`src/hw/watchdog_pkg.sv`:
```
package watchdog_pkg;

    // ------------------------------------------------------------
    // register map (byte addresses)
    // ------------------------------------------------------------
    localparam logic [7:0] ADDR_CONTROL = 8'h00;
    localparam logic [7:0] ADDR_STATUS = 8'h04;
    localparam logic [7:0] ADDR_IRQ_STATUS = 8'h08;
    localparam logic [7:0] ADDR_IRQ_CLEAR = 8'h0C;
    localparam logic [7:0] ADDR_IRQ_ENABLE = 8'h10;

    // ------------------------------------------------------------
    // watchdog_control fields
    // ------------------------------------------------------------
    localparam logic [7:0] CONTROL_RESET = 8'h7A;
    localparam int KEEP_BIT = 7;
    localparam int SEL_HI = 6;
    localparam int SEL_LO = 4;
    localparam int KEY_HI = 3;
    localparam int KEY_LO = 0;
    localparam logic [3:0] KEY_DISABLE = 4'hA;

    // ------------------------------------------------------------
    // status and interrupt bits
    // ------------------------------------------------------------
    localparam int ST_TIMEOUT = 0;
    localparam int ST_POWERDOWN = 1;
    localparam int ST_ENABLED = 2;
    localparam int EV_OVERFLOW = 0;
    localparam int EV_CLEARED = 1;
    localparam int EV_WIDTH = 2;

    // ------------------------------------------------------------
    // counter, clock and bus response constants
    // ------------------------------------------------------------
    localparam int BASE_SHIFT = 8;
    localparam int COUNT_WIDTH = 15;
    localparam int SYS_DIVIDE = 4;
    localparam logic [1:0] RESP_OKAY = 2'h0;
    localparam logic [1:0] RESP_SLVERR = 2'h2;

    // power mode reported by the core
    typedef enum logic [1:0] {
        MODE_NORMAL = 2'b00,
        MODE_FULL_STOP = 2'b01,
        MODE_IDLE_STOP = 2'b10,
        MODE_IDLE_RUN = 2'b11
    } power_mode_t;

    // last clear instruction seen in paired style
    typedef enum logic [1:0] {
        LAST_NONE = 2'b00,
        LAST_FIRST = 2'b01,
        LAST_SECOND = 2'b10
    } clear_last_t;

    // configuration options, fixed while running
    typedef struct packed {
        logic wdt_enable;
        logic src_sub;
        logic sub_crystal;
        logic paired_clear;
    } config_t;

    // instruction strobes from the core, one cycle each
    typedef struct packed {
        logic single_clear_op;
        logic clear_op_first;
        logic clear_op_second;
        logic halt_op;
    } core_ops_t;

endpackage

```
`src/hw/watchdog_timer.sv`:
```
// Chosen here: the AXI4-Lite slave port and the address map.
`timescale 1ns/10ps

// What this block does
// - source is sub clock or system/4
// - sub clock from crystal or internal oscillator
// - select field gives 2^(8+n) periods timeout
// - disabled only by option and key 1010
// - other keys or option enable keep running
// - key field resets to 1010
// - disabled watchdog ignores all its instructions
// - normal overflow: full reset, timeout flag
// - low-power overflow: reset pc and sp
// - cleared by reset pin, clears, halt
// - option picks single or paired clear
// - single clear instruction clears at once
// - paired style needs alternating clear kinds
// - system/4 source stops in stop modes
// - full stop entry clears and halts
// - idle with clock kept clears, keeps counting
module watchdog_timer
(
    // clock and reset
    input wire logic aclk,
    input wire logic aresetn,
    // axi4-lite write address and data
    input wire logic [7:0] s_axi_awaddr,
    input wire logic s_axi_awvalid,
    output logic s_axi_awready,
    input wire logic [31:0] s_axi_wdata,
    input wire logic [3:0] s_axi_wstrb,
    input wire logic s_axi_wvalid,
    output logic s_axi_wready,
    // axi4-lite write response
    output logic [1:0] s_axi_bresp,
    output logic s_axi_bvalid,
    input wire logic s_axi_bready,
    // axi4-lite read
    input wire logic [7:0] s_axi_araddr,
    input wire logic s_axi_arvalid,
    output logic s_axi_arready,
    output logic [31:0] s_axi_rdata,
    output logic [1:0] s_axi_rresp,
    output logic s_axi_rvalid,
    input wire logic s_axi_rready,
    // configuration options
    input wire watchdog_pkg::config_t cfg,
    // low-speed oscillators, sampled as levels
    input wire logic crystal_32k_osc,
    input wire logic internal_32k_osc,
    // core side
    input wire watchdog_pkg::core_ops_t ops,
    input wire watchdog_pkg::power_mode_t power_mode,
    input wire logic external_reset_pin_n,
    // reset requests and flags
    output logic device_reset,
    output logic pc_sp_reset,
    output logic timeout_flag,
    output logic powerdown_flag,
    output logic idle_sysclk_keep,
    output logic irq
);

    // ------------------------------------------------------------
    // registers
    // ------------------------------------------------------------
    logic [7:0] watchdog_control;
    logic [watchdog_pkg::EV_WIDTH-1:0] irq_status;
    logic [watchdog_pkg::EV_WIDTH-1:0] irq_enable;
    logic [watchdog_pkg::COUNT_WIDTH-1:0] count;
    logic [1:0] sys_div;
    logic sub_prev;
    watchdog_pkg::clear_last_t clear_last;
    watchdog_pkg::power_mode_t mode_prev;

    // ------------------------------------------------------------
    // enable decision
    // ------------------------------------------------------------
    wire [3:0] soft_disable_key;
    wire [2:0] timeout_select;
    wire key_disables;
    wire enabled;
    assign soft_disable_key =
        watchdog_control[watchdog_pkg::KEY_HI:watchdog_pkg::KEY_LO];
    assign timeout_select =
        watchdog_control[watchdog_pkg::SEL_HI:watchdog_pkg::SEL_LO];
    assign idle_sysclk_keep = watchdog_control[watchdog_pkg::KEEP_BIT];
    assign key_disables = soft_disable_key == watchdog_pkg::KEY_DISABLE;
    assign enabled = cfg.wdt_enable | ~key_disables;

    // ------------------------------------------------------------
    // source clock ticks
    // ------------------------------------------------------------
    wire sub_level;
    wire sub_tick;
    wire sys_tick;
    wire sys_stopped;
    wire src_tick;
    assign sub_level = cfg.sub_crystal ? crystal_32k_osc : internal_32k_osc;
    assign sub_tick = sub_level & ~sub_prev;
    assign sys_tick = sys_div == 2'(watchdog_pkg::SYS_DIVIDE - 1);
    assign sys_stopped = power_mode == watchdog_pkg::MODE_FULL_STOP
        || power_mode == watchdog_pkg::MODE_IDLE_STOP;
    assign src_tick = power_mode == watchdog_pkg::MODE_FULL_STOP ? 1'b0
        : cfg.src_sub ? sub_tick
        : (sys_tick & ~sys_stopped);

    // ------------------------------------------------------------
    // clear decode: instructions, reset pin and mode entry
    // ------------------------------------------------------------
    wire paired_first;
    wire paired_second;
    wire soft_clear;
    wire mode_entry;
    wire hw_clear;
    assign paired_first = ops.clear_op_first
        & (clear_last != watchdog_pkg::LAST_FIRST);
    assign paired_second = ops.clear_op_second
        & (clear_last != watchdog_pkg::LAST_SECOND);
    assign soft_clear = enabled & (cfg.paired_clear
        ? (paired_first | paired_second) : ops.single_clear_op);
    // entering a low-power mode also clears
    assign mode_entry = power_mode != mode_prev
        && power_mode != watchdog_pkg::MODE_NORMAL;
    assign hw_clear = ~external_reset_pin_n | soft_clear
        | (enabled & ops.halt_op) | mode_entry;

    // ------------------------------------------------------------
    // overflow detection
    // ------------------------------------------------------------
    wire [watchdog_pkg::COUNT_WIDTH-1:0] sel_mask;
    wire overflow;
    wire low_power;
    assign sel_mask = watchdog_pkg::COUNT_WIDTH'(
        (32'h1 << (watchdog_pkg::BASE_SHIFT + 32'(timeout_select))) - 32'h1);
    assign overflow = enabled & src_tick & ~hw_clear
        & ((count & sel_mask) == sel_mask);
    assign low_power = power_mode != watchdog_pkg::MODE_NORMAL;

    // ------------------------------------------------------------
    // counter and clock state
    // ------------------------------------------------------------
    always_ff @(posedge aclk)
    begin
        if (!aresetn)
        begin
            count <= '0;
            sys_div <= 2'h0;
            // start high so an oscillator already high is no false tick
            sub_prev <= 1'b1;
            mode_prev <= watchdog_pkg::MODE_NORMAL;
        end
        else
        begin
            sys_div <= sys_div + 2'h1;
            sub_prev <= sub_level;
            mode_prev <= power_mode;
            if (hw_clear || overflow || !enabled)
                count <= '0;
            else if (src_tick)
                count <= count + 1'b1;
        end
    end

    // ------------------------------------------------------------
    // paired clear tracking
    // ------------------------------------------------------------
    always_ff @(posedge aclk)
    begin
        if (!aresetn || !external_reset_pin_n)
            clear_last <= watchdog_pkg::LAST_NONE;
        else if (enabled && cfg.paired_clear && paired_first)
            clear_last <= watchdog_pkg::LAST_FIRST;
        else if (enabled && cfg.paired_clear && paired_second)
            clear_last <= watchdog_pkg::LAST_SECOND;
    end

    // ------------------------------------------------------------
    // reset requests and flags
    // ------------------------------------------------------------
    always_ff @(posedge aclk)
    begin
        if (!aresetn)
        begin
            device_reset <= 1'b0;
            pc_sp_reset <= 1'b0;
            timeout_flag <= 1'b0;
            powerdown_flag <= 1'b0;
        end
        else
        begin
            device_reset <= overflow & ~low_power;
            pc_sp_reset <= overflow & low_power;
            // set wins over clear
            if (overflow)
                timeout_flag <= 1'b1;
            else if (soft_clear || (enabled && ops.halt_op))
                timeout_flag <= 1'b0;
            if (enabled && ops.halt_op)
                powerdown_flag <= 1'b1;
            else if (soft_clear)
                powerdown_flag <= 1'b0;
        end
    end

    // ------------------------------------------------------------
    // axi4-lite write path
    // ------------------------------------------------------------
    wire wr_take;
    wire wr_control;
    wire wr_irq_clear;
    wire wr_irq_enable;
    wire wr_ok;
    // address and data are taken together so neither waits alone
    assign wr_take = s_axi_awvalid & s_axi_wvalid & ~s_axi_bvalid;
    assign s_axi_awready = wr_take;
    assign s_axi_wready = wr_take;
    assign wr_control = s_axi_awaddr == watchdog_pkg::ADDR_CONTROL;
    assign wr_irq_clear = s_axi_awaddr == watchdog_pkg::ADDR_IRQ_CLEAR;
    assign wr_irq_enable = s_axi_awaddr == watchdog_pkg::ADDR_IRQ_ENABLE;
    assign wr_ok = wr_control | wr_irq_clear | wr_irq_enable;

    always_ff @(posedge aclk)
    begin
        if (!aresetn)
        begin
            s_axi_bvalid <= 1'b0;
            s_axi_bresp <= watchdog_pkg::RESP_OKAY;
        end
        else if (wr_take)
        begin
            s_axi_bvalid <= 1'b1;
            s_axi_bresp <= wr_ok ? watchdog_pkg::RESP_OKAY
                : watchdog_pkg::RESP_SLVERR;
        end
        else if (s_axi_bready)
            s_axi_bvalid <= 1'b0;
    end

    always_ff @(posedge aclk)
    begin
        if (!aresetn)
            watchdog_control <= watchdog_pkg::CONTROL_RESET;
        else if (wr_take && wr_control && s_axi_wstrb[0])
            watchdog_control <= s_axi_wdata[7:0];
    end

    // ------------------------------------------------------------
    // interrupt status, sticky with set over clear
    // ------------------------------------------------------------
    wire [watchdog_pkg::EV_WIDTH-1:0] events;
    wire [watchdog_pkg::EV_WIDTH-1:0] clear_bits;
    assign clear_bits = (wr_take && wr_irq_clear && s_axi_wstrb[0])
        ? s_axi_wdata[watchdog_pkg::EV_WIDTH-1:0] : '0;

    genvar e;
    generate
        for (e = 0; e < watchdog_pkg::EV_WIDTH; e++)
        begin : g_event
            if (e == watchdog_pkg::EV_OVERFLOW)
            begin : g_ovf
                assign events[e] = overflow;
            end
            else
            begin : g_clr
                assign events[e] = soft_clear;
            end
            always_ff @(posedge aclk)
            begin
                if (!aresetn)
                    irq_status[e] <= 1'b0;
                else if (events[e])
                    irq_status[e] <= 1'b1;
                else if (clear_bits[e])
                    irq_status[e] <= 1'b0;
            end
        end
    endgenerate

    always_ff @(posedge aclk)
    begin
        if (!aresetn)
            irq_enable <= '0;
        else if (wr_take && wr_irq_enable && s_axi_wstrb[0])
            irq_enable <= s_axi_wdata[watchdog_pkg::EV_WIDTH-1:0];
    end

    assign irq = |(irq_status & irq_enable);

    // ------------------------------------------------------------
    // axi4-lite read path
    // ------------------------------------------------------------
    wire rd_take;
    wire [31:0] status_word;
    wire [31:0] rd_word;
    wire rd_ok;
    assign rd_take = s_axi_arvalid & ~s_axi_rvalid;
    assign s_axi_arready = ~s_axi_rvalid;
    assign status_word = {29'h0, enabled, powerdown_flag, timeout_flag};
    // irq_clear is write-only and reads as zero
    assign rd_ok = s_axi_araddr == watchdog_pkg::ADDR_CONTROL
        || s_axi_araddr == watchdog_pkg::ADDR_STATUS
        || s_axi_araddr == watchdog_pkg::ADDR_IRQ_STATUS
        || s_axi_araddr == watchdog_pkg::ADDR_IRQ_CLEAR
        || s_axi_araddr == watchdog_pkg::ADDR_IRQ_ENABLE;
    assign rd_word =
        s_axi_araddr == watchdog_pkg::ADDR_CONTROL
            ? {24'h0, watchdog_control}
        : s_axi_araddr == watchdog_pkg::ADDR_STATUS ? status_word
        : s_axi_araddr == watchdog_pkg::ADDR_IRQ_STATUS
            ? {30'h0, irq_status}
        : s_axi_araddr == watchdog_pkg::ADDR_IRQ_ENABLE
            ? {30'h0, irq_enable}
        : 32'h0;

    always_ff @(posedge aclk)
    begin
        if (!aresetn)
        begin
            s_axi_rvalid <= 1'b0;
            s_axi_rdata <= 32'h0;
            s_axi_rresp <= watchdog_pkg::RESP_OKAY;
        end
        else if (rd_take)
        begin
            s_axi_rvalid <= 1'b1;
            s_axi_rdata <= rd_word;
            s_axi_rresp <= rd_ok ? watchdog_pkg::RESP_OKAY
                : watchdog_pkg::RESP_SLVERR;
        end
        else if (s_axi_rready)
            s_axi_rvalid <= 1'b0;
    end

endmodule

```
`config.mk`:
```
export PLATFORM = sky130hd
export DESIGN_NAME = watchdog_timer
export DESIGN_NICKNAME = d
export VERILOG_FILES = /design/src/hw/watchdog_pkg.sv /design/src/hw/watchdog_timer.sv
export SDC_FILE = /design/constraint.sdc
export NUM_CORES = 1
export LEC_CHECK = 0
export ABC_AREA = 1
export BUFFER_PORTS_ARGS = -buffer_cell sky130_fd_sc_hd__buf_2
export CORE_MARGIN = 10
export CORE_UTILIZATION = 52
export DETAILED_ROUTE_END_ITERATION = 7
export PLACE_DENSITY_LB_ADDON = 0.15
export SKIP_CTS_REPAIR_TIMING = 1
export SLEW_MARGIN = 30
export SYNTH_ARGS = -nofsm -noshare
export SYNTH_HDL_FRONTEND = slang
export SYNTH_SLANG_ARGS = --single-unit
```
`constraint.sdc`:
```
create_clock -name aclk -period 2.65 [get_ports aclk]
set_clock_uncertainty 0.15 [all_clocks]
set_input_delay 0.1325 -clock aclk [delete_from_list [all_inputs] [get_ports aclk]]
set_output_delay 0.1325 -clock aclk [all_outputs]
set_load 0.02 [all_outputs]
```
==> results.py, run 1 <==
metrics = {
    "route": {
        "drc": 0,
        "top_layer": "met4",
        "drt-met1-wl_um": 3110,
        "num_vias": 2792,
        "firstDrtPassIters": 4,
        "routed_wl_um": 7050,
        "wl_met2_um": 3300,
        "wl_per_cell_um": 11.9,
        "wl_met3_um": 532,
        "drtAntennaViolNets": 0,
        "drtIter0Drc": 163,
        "routed_via_density": 4.73,
    },
    "global_route": {
        "grt_start_max_net_pins": 25,
        "grt_usage_pct": 15.3,
        "grt_pass1_vias": 2621,
        "grt_pass1_wl_um": 11400,
        "antenna_found_initial": 0,
        "grt.overflow.total": 0,
    },
    "critical_path": {
        "worst-path-buf-inv": 5,
        "critPathMaxStageDelay_ns": 0.53,
        "critical_path_class": "input port to register",
        "cp-start-kind": "input port",
        "rr_worst_depth": 8,
        "path_depth": 12,
        "cp_slowest_cell": "dlygate4sd3_1",
        "cp-end-kind": "register",
        "path_cells": "dlygate4sd3_1 > buf_2 > inv_1 > ha_1 > inv_1 > a21oi_1 > nor2_1 > nand2_2 > inv_2 > nor2_1 > a21oi_1 > nor2_2",
        "worst_ep_arrival_time_ns": 2.22,
        "path_delay_family": "buffers and inverters",
        "required_ns": 2.70,
        "path_max_fanout": 14,
    },
    "final_layout": {
        "final_cell_mix": "94 x nand2_1, 67 x nor2_1, 65 x buf_2",
        "fin_cells": 590,
        "area_growth_pct": 16.7,
        "fill_cells": 532,
        "final_common_cell": "nand2_1",
        "layout-drive-gt1-share_pct": 19.3,
        "fin_nets": 593,
        "antenna_cells": 0,
    },
    "status": {
        "violations": "hold timing",
        "status": "finished with violations",
    },
    "floorplan": {
        "rows": 27,
        "dieArea_um2": 9020,
        "core_area_um2": 5470,
        "io_pins": 119,
        "initial_utilization_pct": 53.4,
        "dieHeight_um": 95.0,
        "die_x_um": 95.0,
    },
    "clocking": {
        "clk_latency_ns": 0.30,
        "clk_path_buf_depth": 2,
        "clkTransAtPathRegs_ns": 0.09,
        "htreeDepth": 2,
        "cts_buffers": 5,
        "ctsRootBufferMaster": "clkbuf_8",
        "clock-sinks": 50,
        "cts_tree": "yes",
    },
    "power": {
        "power_density_nw_per_um2": 429,
        "ir_drop_v": 0.000310,
        "power.leakage_uw": 0.00161,
    },
    "timing": {
        "rsz0062_at_grt": "no",
        "setup_viol": 0,
        "min_period_ns": 2.17,
        "fmax_ghz": 0.461,
        "report.final.hold_viol_count": 7,
        "hold_ws_ns": -0.0478,
        "maxSlewViolCount": 0,
        "min_period_over_period_pct": 81.9,
        "setup_tns_ns": 0,
    },
    "synth": {
        "synthesis.area_um2": 2920,
        "synth.distinct_cells": 31,
        "ys_seq_elements": 50,
        "postSynthAreaPerCell_um2": 6.65,
        "synth_seq_area_share_pct": 34.2,
        "synthCells": 440,
        "synth_warnings": 0,
    },
    "placed_design": {
        "globalplace.congestion": 0.856,
        "place.detailed.hpwl_um": 5600,
        "dp.cells": 569,
        "numPortBuffers": 65,
    },
    "min_path": {
        "hold_depth": 3,
        "hold_class": "input port to register",
    },
    "run": {
        "drv_cap": 0,
    },
}
[final timing paths]
kind | start | endpoint | slack, ns
worst min-delay path | s_axi_wdata[0] | irq_enable[0] | -0.05
worst max-delay path | power_mode[1] | count[14] | 0.48
worst max register to register | count[0] | count[13] | 0.80
worst min register to register | sys_div[0] | sys_div[0] | 0.28
[stage by stage]
stage                     total power, µW  util, %  setup slack (ns)  area [µm²]  hold slack (ns)
final                                1460     62.3             0.479        3410          -0.0478
after global routing                 1530     62.3             0.239        3410          0.00490
after CTS                            1470     60.0             0.778        3280           -0.105
after detailed placement             1010     58.3             0.693        3190            0.216
after global placement               1010     58.3             0.714        3190            0.209
after floorplan                       970        -              1.01        3020           0.0760
[power by group]
group          switching [µW]  internal (µW)
combinational             152           79.6
sequential               9.30            770
clock                     243            211
total                     404           1060
[state kept, by name, summed over array words and instances (netlist names), 2 cells and up]
signal	flops
count	15
s_axi_rdata	8
watchdog_control	8
clear_last	2
irq_enable	2
irq_status	2
mode_prev	2
sys_div	2
[Yosys cell counts, drive strengths merged]
| cell | count | area [µm²] |
|---|---|---|
| o21a | 1 | 7.51 |
| xnor2 | 5 | 43.8 |
| xor2 | 5 | 43.8 |
| nor2 | 82 | 360 |
| inv | 55 | 206 |
| nor3 | 1 | 5.00 |
| a211oi | 4 | 30.0 |
| a22o | 1 | 8.76 |
| nand2 | 99 | 389 |
| ha | 4 | 50.1 |
| and2 | 1 | 6.26 |
| nand3b | 2 | 15.0 |
| buf | 33 | 250 |
| o21ai | 17 | 85.1 |
| a21oi | 27 | 139 |
| nand3 | 39 | 205 |
| dfxtp | 50 | 1000 |
| conb | 1 | 3.75 |
| clkinv | 1 | 3.75 |
| nand4 | 10 | 62.6 |
| clkbuf | 2 | 7.51 |
[cell families (layout without fill, tap and decap cells)]
kind of cell	after synthesis	count (layout)	share of synthesized area (%)
adder cells (fa/ha/maj)	4	4	1.71
AND/OR/NAND/NOR	234	234	35.7
other	1	26	0.128
flip-flops	50	50	34.2
buffers and inverters	91	144	16.0
AO/OA/AOI/OAI	50	50	9.24
XOR/XNOR	10	10	3.00
[final cells by class]
type,count,area (µm²),share of cell area (%)
Multi-Input combinational cell,324,1550,45.4
Sequential cell,50,1000,29.3
Timing Repair Buffer,80,470,13.8
Inverter,56,210,6.16
Tap cell,72,90.1,2.64
Clock buffer,7,86.3,2.53
Clock inverter,1,5.00,0.147
[worst register-to-register path: cells and delay by family (launching register included)]
| family | cells | cell delay [ns] |
|---|---|---|
| adder cells (fa/ha/maj) | 1 | 0.28 |
| flip-flops | 1 | 0.41 |
| AND/OR/NAND/NOR | 7 | 0.90 |
[layer usage]
| metal | GRT usage [%] | vias up |
|---|---|---|
| met1 | 17.6 | 1236 |
| met3 | 4.44 | 11 |
| li1 | - | 1479 |
| met4 | 4.99 | 0 |
| met2 | 26.7 | 66 |
| met5 | 0 | - |
No activity file was read; power rests on OpenSTA's default activity.
==> inputs of run 2 (changes only) <==
--- a/config.mk
+++ b/config.mk
@@ -8,7 +8,7 @@
 export ABC_AREA = 1
 export BUFFER_PORTS_ARGS = -buffer_cell sky130_fd_sc_hd__buf_2
 export CORE_MARGIN = 10
-export CORE_UTILIZATION = 52
+export CORE_UTILIZATION = 49
 export DETAILED_ROUTE_END_ITERATION = 7
 export PLACE_DENSITY_LB_ADDON = 0.15
 export SKIP_CTS_REPAIR_TIMING = 1
==> constraint.sdc (replaced) <==
create_clock -name aclk -period 2.2 [get_ports aclk]
set_clock_uncertainty 0.15 [all_clocks]
set_input_delay 0.11 -clock aclk [delete_from_list [all_inputs] [get_ports aclk]]
set_output_delay 0.11 -clock aclk [all_outputs]
set_load 0.02 [all_outputs]
==> results.py, run 2 (synthesis gave the netlist of run 1 again) <==
metrics = {
    "timing": {
        "min_period_ns": 2.03,
        "rsz0062_at_grt": "no",
        "report.final.hold_viol_count": 2,
        "fmax_ghz": 0.492,
        "setup_tns_ns": 0,
        "setup_viol": 0,
        "worst_slew_pin_slew_ns": 0.489,
        "maxSlewViolCount": 0,
        "hold_ws_ns": -0.0320,
        "slew_headroom_pct": 67.1,
        "min_period_over_period_pct": 92.4,
    },
    "run": {
        "drv_cap": 0,
    },
    "floorplan": {
        "initial_utilization_pct": 50.0,
        "core_area_um2": 5850,
        "rows": 28,
        "die_x_um": 97.3,
        "dieArea_um2": 9460,
        "dieHeight_um": 97.3,
        "io_pins": 119,
    },
    "clocking": {
        "clkTransAtPathRegs_ns": 0.09,
        "clk_latency_ns": 0.31,
        "cts_tree": "yes",
        "ctsRootBufferMaster": "clkbuf_8",
        "clock-sinks": 50,
        "clk_path_buf_depth": 2,
        "cts_buffers": 5,
        "htreeDepth": 2,
    },
    "route": {
        "drtAntennaViolNets": 0,
        "routed_wl_um": 7320,
        "drtIter0Drc": 191,
        "num_vias": 2850,
        "routed_via_density": 4.74,
        "wl_per_cell_um": 12.2,
        "firstDrtPassIters": 4,
        "drc": 0,
    },
    "placed_design": {
        "globalplace.congestion": 0.839,
        "dpl-instance-area_um2": 3200,
        "place.detailed.hpwl_um": 5520,
        "numPortBuffers": 65,
    },
    "min_path": {
        "hold_class": "input port to register",
    },
    "global_route": {
        "grtUsageMet1_pct": 16.6,
        "met2_usage_pct": 22.9,
        "met3_usage_pct": 4.91,
        "grt_start_max_net_pins": 17,
        "busiest_layer": "met2",
        "grt_pass1_wl_um": 11400,
        "grt_pass1_vias": 2545,
        "grt.overflow.total": 0,
        "antenna_found_initial": 0,
        "grt_usage_pct": 13.9,
    },
    "final_layout": {
        "reg_top3": "count: 15 flops, s_axi_rdata: 8 flops, watchdog_control: 8 flops",
        "antenna_cells": 0,
        "final_common_cell": "nand2_1",
        "fill_cells": 567,
        "top_register": "count",
        "largest_reg_flops": 15,
        "fin_nets": 601,
        "finalInstanceArea_um2": 3490,
        "final_cell_mix": "94 x nand2_1, 67 x nor2_1, 65 x buf_2",
        "layout-drive-gt1-share_pct": 19.2,
        "area_growth_pct": 19.3,
    },
    "critical_path": {
        "path_max_fanout": 14,
        "cp-end-kind": "register",
        "worst_ep_arrival_time_ns": 2.08,
        "r2r_slack_ns": 0.27,
        "cp-start-kind": "input port",
        "critical_path_class": "input port to register",
        "required_ns": 2.25,
    },
    "power": {
        "power.leakage_uw": 0.00163,
        "power_density_nw_per_um2": 506,
        "ir_drop_v": 0.000338,
    },
    "status": {
        "violations": "hold timing",
        "status": "finished with violations",
    },
}
==> run 2: changes by cell type in the layout (fill, tap and decap cells not counted) <==
cell / delta
buf_4: +1
clkinv_4: +1
dlygate4sd3_1: +7
clkbuf_8: -1
==> run 2: per-stage QoR <==
step	utilization [%]	setup slack, ns	power (µW)	cells
after floorplan	-	0.564	1170	465
after global placement	54.7	0.378	1210	573
after detailed placement	54.7	0.351	1220	573
after CTS	56.2	0.344	1750	581
after global routing	59.6	0.0223	1840	601
final	59.6	0.168	1770	601
==> run 2: power by group <==
part	total, µW	leakage (µW)	internal [µW]	switching (µW)
logic	291	0.00118	107	185
registers	940	0.000407	928	11.5
clock network	536	0.0000452	225	311
total	1770	0.00163	1260	507
==> run 2: layer usage <==
layer | wire length, µm | up-vias
met5 | 0 | -
met4 | 89 | 0
met3 | 595 | 10
met2 | 3430 | 95
met1 | 3200 | 1240
li1 | - | 1505
==> run 2: path summary, 6_finish.rpt <==
check / start / endpoint / cells past startpoint
max: power_mode[1] / count[14] / 12
min: s_axi_wdata[2] / watchdog_control[2] / 3
max reg2reg: s_axi_rvalid / s_axi_rvalid / 5
min reg2reg: sys_div[0] / sys_div[0] / 1
==> run 2: worst max-delay path, stage by stage <==
cell and delay [ns]:
dlygate4sd3_1 0.52, buf_2 0.13, inv_1 0.06, ha_1 0.27
inv_1 0.05, a21oi_1 0.05, nor2_1 0.22, nand2_2 0.17
inv_2 0.24, nor2_1 0.07, a21oi_1 0.14, nor2_2 0.05
==> run 2: cell type report <==
type	instances	area (µm²)	area share, %
timing repair buffer	88	548	15.7
clock inverter	2	13.8	0.395
clock buffer	6	72.6	2.08
sequential	50	1000	28.7
tap	75	93.8	2.69
multi-input combinational	324	1550	44.4
inverter	56	210	6.03
==> inputs of run 3 (changes only) <==
--- a/config.mk
+++ b/config.mk
@@ -10,6 +10,7 @@
 export CORE_MARGIN = 10
 export CORE_UTILIZATION = 49
 export DETAILED_ROUTE_END_ITERATION = 7
+export MAX_ROUTING_LAYER = met4
 export PLACE_DENSITY_LB_ADDON = 0.15
 export SKIP_CTS_REPAIR_TIMING = 1
 export SLEW_MARGIN = 30
==> results.py, run 3 (synthesis gave the netlist of run 1 again) <==
metrics = {
    "status": {
        "status": "finished with violations",
        "violations": "hold timing",
    },
    "final_layout": {
        "antenna_cells": 0,
        "area_growth_pct": 19.3,
        "fin_nets": 601,
        "layout-drive-gt1-share_pct": 19.2,
        "final_util_pct": 59.6,
        "finalInstanceArea_um2": 3490,
        "reg_top3": "count: 15 flops, s_axi_rdata: 8 flops, watchdog_control: 8 flops",
        "final_common_cell": "nand2_1",
        "top_register": "count",
        "fill_cells": 567,
        "largest_reg_flops": 15,
        "final_cell_mix": "94 x nand2_1, 67 x nor2_1, 65 x buf_2",
        "fin_cells": 601,
    },
    "floorplan": {
        "rows": 28,
        "core_area_um2": 5850,
        "dieArea_um2": 9460,
        "die_x_um": 97.3,
        "dieHeight_um": 97.3,
        "initial_utilization_pct": 50.0,
        "io_pins": 119,
    },
    "critical_path": {
        "cp-end-kind": "register",
        "critPathMaxStageDelay_ns": 0.52,
        "r2r_slack_ns": 0.28,
        "cp-startpoint": "power_mode[1]",
        "path_delay_family": "buffers and inverters",
        "cp_slowest_cell": "dlygate4sd3_1",
        "critical_path_class": "input port to register",
        "reg2reg_from": "s_axi_rvalid",
        "path_max_fanout": 14,
        "rr_worst_depth": 5,
        "worst-path-buf-inv": 5,
        "worst_ep_arrival_time_ns": 2.08,
        "reg2reg_to": "s_axi_rvalid",
        "crit_end": "count[14]",
        "path_cells": "dlygate4sd3_1 > buf_2 > inv_1 > ha_1 > inv_1 > a21oi_1 > nor2_1 > nand2_2 > inv_2 > nor2_1 > a21oi_1 > nor2_2",
        "required_ns": 2.25,
        "path_depth": 12,
        "cp-start-kind": "input port",
    },
    "route": {
        "routed_via_density": 4.74,
        "firstDrtPassIters": 4,
        "wl_per_cell_um": 12.2,
        "drc": 0,
        "routed_wl_um": 7320,
        "num_vias": 2847,
        "drtIter0Drc": 192,
        "drtAntennaViolNets": 0,
    },
    "clocking": {
        "clock-sinks": 50,
        "clkTransAtPathRegs_ns": 0.09,
        "clk_latency_ns": 0.31,
        "cts_tree": "yes",
        "cts_buffers": 5,
        "ctsRootBufferMaster": "clkbuf_8",
        "htreeDepth": 2,
        "clk_path_buf_depth": 2,
    },
    "power": {
        "ir_drop_v": 0.000337,
        "power.leakage_uw": 0.00163,
        "power_density_nw_per_um2": 505,
    },
    "timing": {
        "report.final.hold_viol_count": 2,
        "rsz0062_at_grt": "no",
        "min_period_ns": 2.03,
        "setup_viol": 0,
        "min_period_over_period_pct": 92.1,
        "hold_ws_ns": -0.0254,
        "setup_tns_ns": 0,
        "maxSlewViolCount": 0,
        "fmax_ghz": 0.494,
    },
    "global_route": {
        "grt_usage_pct": 14.3,
        "grt.overflow.total": 0,
        "antenna_found_initial": 0,
        "grt_pass1_wl_um": 11400,
        "grt_pass1_vias": 2546,
        "grt_start_max_net_pins": 17,
    },
    "placed_design": {
        "numPortBuffers": 65,
        "dp.cells": 573,
        "place.detailed.hpwl_um": 5520,
        "globalplace.congestion": 0.852,
        "dpl-instance-area_um2": 3200,
    },
    "min_path": {
        "hold_depth": 3,
        "hold_class": "input port to register",
    },
    "run": {
        "drv_cap": 0,
    },
}
-- run 3: cell counts in the layout (fill, tap and decap cells not counted) --
Identical to the previous run, type by type.
-- run 3: power by group --
part	leakage (µW)	switching [µW]	total, µW	internal, µW
clock network	0.0000452	308	533	225
logic	0.00118	184	291	107
registers	0.000407	11.5	940	928
-- run 3: worst min-delay path by stage --
stage / startpoint / endpoint / slack (ns)
4_1_cts: power_mode[1] / mode_prev[1] / -0.12
5_1_grt: s_axi_wdata[2] / watchdog_control[2] / 0.01
3_5_place_dp: power_mode[1] / mode_prev[1] / 0.21
3_3_place_gp: power_mode[1] / mode_prev[1] / 0.18
6_report: s_axi_wdata[2] / watchdog_control[2] / -0.03
2_1_floorplan: power_mode[0] / mode_prev[0] / 0.05
-- run 3: layout make-up --
class	instances	area [µm²]	share of cell area, %
multi-input cells	324	1550	44.4
clock inverters	2	13.8	0.395
well taps	75	93.8	2.69
inverters	56	210	6.03
flip-flops and latches	50	1000	28.7
clock buffers	6	72.6	2.08
repair buffers	88	548	15.7
-- run 3: through the flow --
stage,total power (µW),setup WS [ns]
finish,1760,0.174
floorplan,1170,0.564
CTS,1750,0.344
global placement,1210,0.378
detailed placement,1220,0.351
global route,1850,0.0250
-- run 3: routing by layer --
metal,global-route usage [%],wire length (µm)
met5,-,0
met3,4.91,552
met2,22.9,3430
met1,16.7,3250
met4,4.03,91
-- run 3: worst register-to-register path, stage by stage (launching register included) --
cell and delay, ns:
dfxtp_1 0.34, inv_1 0.07, nand2_1 0.22, inv_1 0.25
o21a_1 0.23, dlygate4sd3_1 0.56
